File: config.mk
export PLATFORM = sky130hd
export DESIGN_NAME = fio_ports
export DESIGN_NICKNAME = d
export VERILOG_FILES = /design/src/hdl/fio_pkg.sv /design/src/hdl/fio_pin_hold.sv /design/src/hdl/fio_ports.sv
export VERILOG_INCLUDE_DIRS = /design/src /design/src/hdl
export SDC_FILE = /design/constraint.sdc
export NUM_CORES = 1
export LEC_CHECK = 0
export ABC_AREA = 1
export BUFFER_PORTS_ARGS = -buffer_cell sky130_fd_sc_hd__buf_2
export CORE_ASPECT_RATIO = 0.75
export CORE_UTILIZATION = 35
export CTS_BUF_LIST = sky130_fd_sc_hd__clkbuf_4
export DETAILED_ROUTE_END_ITERATION = 7
export PLACE_DENSITY = 0.69
export SYNTH_ARGS = -nofsm -noshare
export SYNTH_HDL_FRONTEND = slang
export SYNTH_SLANG_ARGS = --single-unit
File: constraint.sdc
create_clock -name pclk -period 1.6 [get_ports pclk]
set_input_delay 0.16 -clock pclk [delete_from_list [all_inputs] [get_ports pclk]]
set_output_delay 0.16 -clock pclk [all_outputs]
set_load 0.02 [all_outputs]
File: src/hdl/fio_cfg.svh
// Purpose: Offsets, field positions and reset values of the port block
// Assumes: Included by bare name from the design files
// Notes:   Register indices are printed offsets; byte address is index * 4
`ifndef FIO_CFG_SVH
`define FIO_CFG_SVH
`define FIO_IDX_LATCH 16'hffdc
`define FIO_IDX_LEVELS 16'hffdd
`define FIO_IDX_DIR 16'hffec
`define FIO_LATCH_RST 8'hc0
`define FIO_DIR_RST 8'hc0
`define FIO_DIR_READ 8'hff
`define FIO_RSVD_ONES 2'b11
`define FIO_RSVD_ZERO 1'b0
`define FIO_IO_MSB 4
`define FIO_LVL_MSB 7
`define FIO_CH_LAST 4'h7
`endif

File: src/hdl/fio_pkg.sv
// Purpose: Types shared by the port block
// Assumes: Constants live in fio_cfg.svh
// Notes:   Power modes come from the chip's mode controller
package fio_pkg;

  typedef enum logic [2:0] {
    fio_active,
    fio_subactive,
    fio_sleep,
    fio_subsleep,
    fio_watch,
    fio_standby
  } fio_mode_t;

  typedef struct packed {
    logic [7:0] latch;
    logic [7:0] dir;
    logic [31:0] rdata;
    logic err;
  } fio_regs_t;

  typedef struct packed {
    logic [4:0] out;
    logic [4:0] oe;
  } fio_pin_t;

endpackage

File: src/hdl/fio_pin_hold.sv
// Purpose: Drive of the five I/O pins across power modes
// Assumes: Mode input is synchronous to pclk
// Notes:   Pin drive lags latch and direction by one clock
`timescale 1ns/1ps
module fio_pin_hold
  import fio_pkg::*;
(
  input wire logic pclk,
  input wire logic presetn,
  input wire fio_mode_t op_mode,
  input wire logic [4:0] latch,
  input wire logic [4:0] dir,
  output logic [4:0] pin_o,
  output logic [4:0] pin_oe
);

  fio_pin_t q;
  fio_pin_t d;

  always_comb begin
    d = q;
    case (op_mode)
      fio_active, fio_subactive: begin
        d.out = latch; // RULE_07
        d.oe = dir; // RULE_07
      end
      fio_sleep, fio_subsleep, fio_watch: begin
        d = q; // RULE_10
      end
      fio_standby: begin
        d.oe = 5'h00; // RULE_10
      end
      default: begin
        d.oe = 5'h00;
      end
    endcase
  end

  // Reset clears the enables, so the pins float while reset is held
  always_ff @(posedge pclk or negedge presetn) begin
    if (!presetn) begin
      q <= '0; // RULE_10
    end else begin
      q <= d;
    end
  end

  assign pin_o = q.out;
  assign pin_oe = q.oe;
endmodule

File: src/hdl/fio_ports.sv
// Purpose: Five-bit I/O port and eight-bit input port behind an APB slave
// Assumes: Pin inputs are synchronous to pclk; pclk runs at 10 MHz
// Notes:   Zero wait state slave; unmapped addresses answer with pslverr
//
// How it works
// RULE_01: I/O port has five pins, bits 4..0.
// RULE_02: Latch bits 7 and 6 read one.
// RULE_03: Latch bit 5 reads zero.
// RULE_04: Output pin reads back its latched value.
// RULE_05: Input pin reads back its pin level.
// RULE_06: Latch resets to c0.
// RULE_07: Direction one drives pin from latch.
// RULE_08: Direction resets to c0, all inputs.
// RULE_09: Direction register reads as all ones.
// RULE_10: Float in reset, standby; hold when sleeping.
// RULE_11: Input port: eight pins, read only.
// RULE_12: Input port read gives live pin levels.
// RULE_13: Channel-selected input pin reads zero.
// RULE_14: Input port pins never drive.
// RULE_15: Software sets unused pins to output early.
// RULE_16: Channel codes 0..7 pick pin n.
`timescale 1ns/1ps
`include "fio_cfg.svh"
module fio_ports
  import fio_pkg::*;
(
  input wire logic pclk,
  input wire logic presetn,
  input wire logic psel,
  input wire logic penable,
  input wire logic pwrite,
  input wire logic [17:0] paddr,
  input wire logic [31:0] pwdata,
  input wire logic [3:0] pstrb,
  output logic [31:0] prdata,
  output logic pready,
  output logic pslverr,
  input wire fio_mode_t op_mode,
  input wire logic [3:0] analog_channel_select,
  input wire logic [4:0] io_port_pin_i,
  output logic [4:0] io_port_pin_o,
  output logic [4:0] io_port_pin_oe,
  input wire logic [7:0] input_port_pin // RULE_14
);

  localparam logic [17:0] A_LATCH = {`FIO_IDX_LATCH, 2'b00};
  localparam logic [17:0] A_LEVELS = {`FIO_IDX_LEVELS, 2'b00};
  localparam logic [17:0] A_DIR = {`FIO_IDX_DIR, 2'b00};

  fio_regs_t q;
  fio_regs_t d;

  logic setup;
  logic wr_acc;
  logic [7:0] chan_mask;
  logic [7:0] levels;
  logic [4:0] io_rd;
  logic [7:0] latch_rd;

  // Codes above seven select no port pin, so nothing is masked then
  function automatic logic [7:0] fio_chan_mask(input logic [3:0] sel);
    logic [7:0] m;
    m = 8'h00;
    if (sel <= `FIO_CH_LAST) begin // RULE_16
      m = 8'h01 << sel[2:0]; // RULE_16
    end
    return m;
  endfunction

  function automatic logic fio_mapped(input logic [17:0] a);
    return a == A_LATCH || a == A_LEVELS || a == A_DIR;
  endfunction

  assign chan_mask = fio_chan_mask(analog_channel_select);

  genvar g;
  generate
    // Input port has no output path at all; it only samples the pin
    for (g = 0; g <= `FIO_LVL_MSB; g++) begin : g_lvl
      assign levels[g] = input_port_pin[g] & ~chan_mask[g]; // RULE_13
    end
    for (g = 0; g <= `FIO_IO_MSB; g++) begin : g_io
      // Output pins return the latch, not the wire, even if loaded
      assign io_rd[g] = q.dir[g] ? q.latch[g] // RULE_04
                                 : io_port_pin_i[g]; // RULE_05
    end
  endgenerate

  assign latch_rd = {`FIO_RSVD_ONES, `FIO_RSVD_ZERO, io_rd}; // RULE_02

  function automatic logic [31:0] fio_read(input logic [17:0] a);
    logic [31:0] w;
    w = 32'h0000_0000;
    case (a)
      A_LATCH: begin
        w[7:0] = latch_rd; // RULE_03
      end
      A_LEVELS: begin
        w[7:0] = levels; // RULE_12
      end
      A_DIR: begin
        w[7:0] = `FIO_DIR_READ; // RULE_09
      end
      default: begin
        w = 32'h0000_0000;
      end
    endcase
    return w;
  endfunction

  assign setup = psel && !penable;
  assign wr_acc = psel && penable && pwrite && pstrb[0];

  always_comb begin
    d = q;
    if (setup) begin
      d.rdata = pwrite ? 32'h0000_0000 : fio_read(paddr);
      d.err = !fio_mapped(paddr);
    end
    if (wr_acc && paddr == A_LATCH) begin
      // Only the five pin bits store; bits 7..5 keep their constants
      d.latch[`FIO_IO_MSB:0] = pwdata[`FIO_IO_MSB:0]; // RULE_01
    end
    if (wr_acc && paddr == A_DIR) begin
      d.dir[`FIO_IO_MSB:0] = pwdata[`FIO_IO_MSB:0]; // RULE_07
    end
    // Writes to the level register are ignored; it has no latch
    if (wr_acc && paddr == A_LEVELS) begin
      d.latch = d.latch; // RULE_11
    end
  end

  always_ff @(posedge pclk or negedge presetn) begin
    if (!presetn) begin
      q.latch <= `FIO_LATCH_RST; // RULE_06
      q.dir <= `FIO_DIR_RST; // RULE_08
      q.rdata <= 32'h0000_0000;
      q.err <= 1'b0;
    end else begin
      q <= d;
    end
  end

  // No wait states: every access phase completes in its first cycle
  assign pready = 1'b1;
  assign pslverr = psel && penable && q.err;
  assign prdata = q.rdata;

  fio_pin_hold u_pins (
    .pclk(pclk),
    .presetn(presetn),
    .op_mode(op_mode),
    .latch(q.latch[`FIO_IO_MSB:0]),
    .dir(q.dir[`FIO_IO_MSB:0]),
    .pin_o(io_port_pin_o),
    .pin_oe(io_port_pin_oe)
  );
endmodule
==> flow_summary.yaml, run 1 <==
run_status:
  status: "completed"
floorplanning:
  die_w_um: 85.6
  coreArea_um2: 4950
  std_cell_rows: 22
  start_util_pct: 37.0
  dieArea_um2: 5530
  die_y_um: 64.7
  pin_count: 123
sta:
  skew_ns: 0.00411
  max_freq_mhz: 830
  worstMarginPinSlew_ns: 0.641
  rsz0062_at_grt: "false"
  setup_tns_ns: 0
  period_share_pct: 75.3
  final-setup-viol-count: 0
  report.final.slew_viol_count: 0
  hold_viol_final: 0
  maxSlewHeadroom_pct: 57.3
  period_minus_slack_ns: 1.20
yosys:
  synth.cell_area_um2: 1830
  synth_warnings: 0
  yosysTopAreaCellShare_pct: 39.6
  synthTopCellsByArea: "dfrtp_1 40%, nand2_1 17%, buf_4 14%"
  ys_ff_latch: 29
  postSynthAreaPerCell_um2: 7.57
  netlist-cell-type-count: 24
  syn_inst: 242
  synth_area_leader_cell: "dfrtp_1"
  seq_area_frac_synth_pct: 39.6
layout:
  drive_gt1_share_pct: 29.3
  multi_input_area_um2: 856
  fin_cells: 367
  seq_area_um2: 726
  areaGrowthSynthToFinish_pct: 17.0
  fin_nets: 386
  diodes: 0
  nFillCells: 526
grt:
  grt_pass1_wl_um: 6510
  antenna_found_initial: 0
  gr-total-overflow: 0
  grtUsageTotal_pct: 15.2
  grt_pass1_vias: 1503
  grt_max_degree: 30
placement:
  gp_congestion: 0.765
  portBuffers: 67
  place_hpwl_um: 3120
  place_inst: 359
pwr:
  power_frac_comb_pct: 15.6
  irDropWorstVdd_v: 0.000287
  netSwitchingPower_w: 0.000377
  clkPwrFrac_pct: 30.0
  intPower_w: 0.000979
  p_leak_nw: 1.28
  switching_share_pct: 27.8
  power_density_nw_per_um2: 633
  seqPwrFrac_pct: 54.3
worst_setup_path:
  cp-endpoint: "pslverr"
  reg2reg_depth: 5
  required_ns: 1.44
  worstSetupPathType: "flip-flop to output pin"
  start_kind: "flip-flop"
  cp-startpoint: "q[0]$_DFFE_PN0P_"
  r2r_start: "q[37]$_DFFE_PN0P_"
  max_stage_delay_ns: 0.40
  path_max_fanout: 2
  rr_endpoint: "prdata[4]$_DFFE_PN0P_"
  crit_arrival_ns: 1.04
  reg2reg_slack_ns: 0.56
  crit_path_end_kind: "output pin"
  path_cells: "and3_1 > buf_2"
  crit_path_top_delay_cell: "dfrtp_1"
drt:
  vias: 1593
  wl_per_cell_um: 10.2
  first_iter_violations: 88
  ant_nets: 0
  via_per_inst: 4.34
  drc: 0
  first_pass_iters: 4
  totalWireLength_um: 3750
clock_tree:
  clock_sinks: 29
  clkLatencyLatePin_ns: 0.32
  cts_root_buffer: "clkbuf_4"
  clkTransAtPathRegs_ns: 0.09
  htreeDepth: 2
  numCtsBuffers: 5
  cts_tree: "built"
  max-clock-path-buffers: 2
run:
  cap_violations: 0
hold_path:
  hold_path.class: "primary input to flip-flop"
## Yosys cell counts
library cell	instances
a21boi_0	5
a21oi_4	1
and3_1	1
buf_4	33
clkbuf_1	1
clkinv_1	2
conb_1	2
dfrtp_1	29
inv_1	18
inv_2	3
nand2_1	84
nand2_2	2
nand3_1	22
nand3_2	2
nand3_4	1
nand4_4	1
nor2_1	12
nor2_2	1
nor2_4	2
nor2_8	1
nor3_2	1
o21ai_0	7
o21ai_1	10
o21ai_4	1
## repair_timing
action                                 4_1_cts  5_1_grt
endpoints found under the hold margin       29        0
gates resized for setup                      0        0
setup endpoints to repair                    0        0
buffers inserted                             0        0
hold buffers                                 1        0
## final cells by class
class / instances / area share, %
Clock buffer: 6 / 2.10
Clock inverter: 1 / 0.175
Inverter: 23 / 4.03
Multi-Input combinational cell: 179 / 39.9
Sequential cell: 29 / 33.8
Tap cell: 60 / 3.50
Timing Repair Buffer: 69 / 16.5
## routing by layer
| metal | share of wire, % | GRT usage, % | vias up |
|---|---|---|---|
| met5 | 0 | 0 | - |
| met2 | 44 | 23.9 | 40 |
| met4 | 0.91 | 4.38 | 0 |
| li1 | - | - | 835 |
| met3 | 5.3 | 4.71 | 7 |
| met1 | 49 | 20.2 | 711 |
## per-stage QoR
step                      power, W  worst slack, ns  util (%)  cell area, um2  hold slack, ns
final                      0.00136            0.396      43.3            2140           0.104
after global routing       0.00144            0.356      43.3            2140          0.0960
after detailed placement  0.000963            0.310      42.1            2090           0.225
after global placement    0.000961            0.353      42.1            2090           0.222
after floorplan           0.000913            0.579         -            1920          -0.136
after CTS                  0.00137            0.393      43.3            2140          0.0996
## cell families (layout without fill, tap and decap cells)
logic type      Yosys count  in the layout  share of synthesized area, %
compound gates           24             24                          8.46
buf+inv                  57             99                          18.4
flops                    29             29                          39.6
other cells               2             25                         0.410
simple gates            130            130                          33.1
## power groups by stage
stage	Clock, W	Sequential, W	Combinational, W
global route	0.000468	0.000737	0.000239
CTS	0.000420	0.000737	0.000214
global placement	0	0.000751	0.000210
floorplan	0	0.000751	0.000162
detailed placement	0	0.000751	0.000212
finish	0.000407	0.000737	0.000212
## cell usage in the layout, fill, tap and decap left out, drive strengths merged, types with 3 or more instances in the layout
master and instances:
dfrtp 29, buf 68, o21ai 18, conb 25, clkinv 3, nor2 16, clkbuf 6, nand2 86
nand3 25, inv 21, a21boi 5
## critical path: cells and delay by family, from the launching register on
| kind | cells | cell delay [ns] |
|---|---|---|
| buf+inv | 1 | 0.15 |
| flops | 1 | 0.40 |
| simple gates | 1 | 0.18 |
## sequential cells by signal (all words and copies together), names as in the netlist
signal	cells
prdata	8
q	11
u_pins.pin_o	5
u_pins.pin_oe	5
## how the worst min path moves through the flow
stage	start	end	slack (ns)	cells after the start
after CTS	pwrite	prdata[5]$_DFFE_PN0P_	0.1	4
final	pwrite	prdata[5]$_DFFE_PN0P_	0.10	4
after global routing	pwdata[2]	q[35]$_DFFE_PN0P_	0.1	3
after floorplan	presetn	prdata[0]$_DFFE_PN0P_	-0.14	0
after detailed placement	presetn	prdata[7]$_DFFE_PN0P_	0.22	1
after global placement	presetn	prdata[7]$_DFFE_PN0P_	0.22	1
Power figures use the tool's default switching activity.
==> run 2: changes to the inputs <==
- PLACE_DENSITY: 0.69 -> 0.72
- clock period: 1.6 -> 1 ns (I/O delays scaled with it)
==> run 2 against run 1 <==
Compared with the run above:
- the run now ends with negative setup slack left
- sequential power is 60% higher
- combinational power increased by 83%
- power up 66%
- sequential share of layout area shrank 5.0 points
- hold slack worse by 0.077 ns
- critical endpoint unchanged
- largest power group unchanged
==> flow_summary.yaml, run 2 (same netlist as run 1, synthesis figures left out) <==
drt:
  vias: 1729
  ant_nets: 0
  wl_per_cell_um: 10.2
  drc: 0
  first_pass_iters: 4
  first_iter_violations: 87
  totalWireLength_um: 4100
  via_per_inst: 4.31
sta:
  period_minus_slack_ns: 1.07
  report.final.slew_viol_count: 0
  skew_ns: 0.00916
  max_freq_mhz: 937
  period_share_pct: 107
  worst_slack_ns: -0.0668
  final-setup-viol-count: 1
  worst_hold_slack_ns: 0.0264
  hold_viol_final: 0
  rsz0062_at_grt: "true"
worst_setup_path:
  crit_arrival_ns: 0.97
  required_ns: 0.90
  crit_family: "flip-flops"
  path_max_fanout: 2
  worstSetupPathType: "flip-flop to output pin"
  max_stage_delay_ns: 0.39
  start_kind: "flip-flop"
  path_cells: "and3_4 > buf_6"
  crit_path_end_kind: "output pin"
  crit_buf_inv: 1
  crit_path_top_delay_cell: "dfrtp_1"
grt:
  antenna_found_initial: 0
  grt_max_degree: 30
  grtUsageTotal_pct: 15.5
  grt_pass1_vias: 1547
  gr-total-overflow: 0
  grt_pass1_wl_um: 6790
pwr:
  switching_share_pct: 29.2
  power_frac_comb_pct: 17.3
  p_leak_nw: 1.47
  power_density_nw_per_um2: 894
  clkPwrFrac_pct: 30.2
  irDropWorstVdd_v: 0.000460
  intPower_w: 0.00159
  netSwitchingPower_w: 0.000656
  seqPwrFrac_pct: 52.5
floorplanning:
  std_cell_rows: 22
  die_y_um: 64.7
  pin_count: 123
  coreArea_um2: 4950
  dieArea_um2: 5530
  die_w_um: 85.6
  start_util_pct: 37.0
layout:
  top_register: "q"
  nFillCells: 505
  largest_reg_flops: 11
  final_cell_mix: "84 x nand2_1, 52 x buf_2, 33 x buf_4"
  drive_gt1_share_pct: 37.2
  fin_nets: 419
  diodes: 0
  areaGrowthSynthToFinish_pct: 37.1
  mostFrequentLayoutCell: "nand2_1"
clock_tree:
  clock_sinks: 29
  clkTransAtPathRegs_ns: 0.10
  cts_root_buffer: "clkbuf_4"
  max-clock-path-buffers: 2
  clkLatencyLatePin_ns: 0.32
  htreeDepth: 2
  numCtsBuffers: 5
  cts_tree: "built"
placement:
  gp_congestion: 0.835
  pre_cts_slack_ns: -0.189
  place_hpwl_um: 3210
  portBuffers: 67
run_status:
  failed_checks: "negative setup slack"
  status: "complete, but fails checks"
hold_path:
  hold_path.class: "primary input to flip-flop"
run:
  cap_violations: 0
[run 2: cell count changes in the layout (fill, tap and decap cells not counted), sizes merged]
cell,before,now
clkinvlp,0,1
clkbuf,6,5
clkinv,3,4
buf,68,101
[run 2: worst paths after layout]
check	startpoint	end	slack [ns]	cells after the start
setup / recovery	q[0]$_DFFE_PN0P_	pslverr	-0.07	2
hold / removal	pwdata[0]	q[33]$_DFFE_PN0P_	0.03	3
setup reg to reg	q[33]$_DFFE_PN0P_	prdata[0]$_DFFE_PN0P_	0.04	6
hold reg to reg	prdata[7]$_DFFE_PN0P_	prdata[7]$_DFFE_PN0P_	0.49	2
max in group asynchronous	presetn	prdata[0]$_DFFE_PN0P_	0.59	3
min in group asynchronous	presetn	q[44]$_DFFE_PN0P_	0.25	3
[run 2: power groups by stage]
| stage | Clock [W] | Sequential (W) | Combinational (W) |
|---|---|---|---|
| finish | 0.000679 | 0.00118 | 0.000389 |
| global route | 0.000761 | 0.00118 | 0.000436 |
| CTS | 0.000701 | 0.00118 | 0.000383 |
| detailed placement | 0 | 0.00120 | 0.000366 |
| global placement | 0 | 0.00120 | 0.000362 |
| floorplan | 0 | 0.00120 | 0.000259 |
[run 2: through the flow]
| stage | area [um2] | TNS [ns] | std cells | total power (W) | utilization [%] |
|---|---|---|---|---|---|
| 2_1_floorplan | 1920 | 0 | 265 | 0.00146 | - |
| 3_3_place_gp | 2230 | -2.48 | 377 | 0.00156 | 45.1 |
| 3_5_place_dp | 2230 | -3.02 | 377 | 0.00157 | 45.1 |
| 4_1_cts | 2320 | -0.0848 | 387 | 0.00226 | 46.8 |
| 5_1_grt | 2510 | -0.320 | 401 | 0.00238 | 50.7 |
| 6_report | 2510 | -0.0668 | 401 | 0.00225 | 50.7 |
[run 2: area by class of cell]
cell class	instances	area, um2	share of cell area [%]
clock buffer	5	37.5	1.49
clock inverter	3	17.5	0.697
inverter	23	86.3	3.43
multi-input combinational	179	865	34.4
sequential	29	726	28.9
tap	60	75.1	2.99
timing repair buffer	102	707	28.1
[run 2: worst reg2reg max path, stage by stage, from the launching register on]
cell,delay [ns]
dfrtp_1,0.42
nand2_1,0.09
o21ai_2,0.06
nand3_1,0.08
nand3_1,0.07
nand2_1,0.08
nand2_1,0.05
[run 2: metal layers]
metal	track usage (%)	part of all wire [%]	up-vias
met5	0	0	-
met4	2.50	0	0
met3	4.84	5.9	0
met2	24.2	45	50
met1	21.5	49	783
li1	-	-	896
[run 2: repair_timing]
action                                  in CTS  in global routing
buffers inserted                             1                 14
endpoints found under the setup margin       2                 22
endpoints found under the hold margin       29                  0
pin swaps                                    1                  2
resized for setup                            4                 32
gates cloned                                 0                  0
hold buffers                                 1                  0
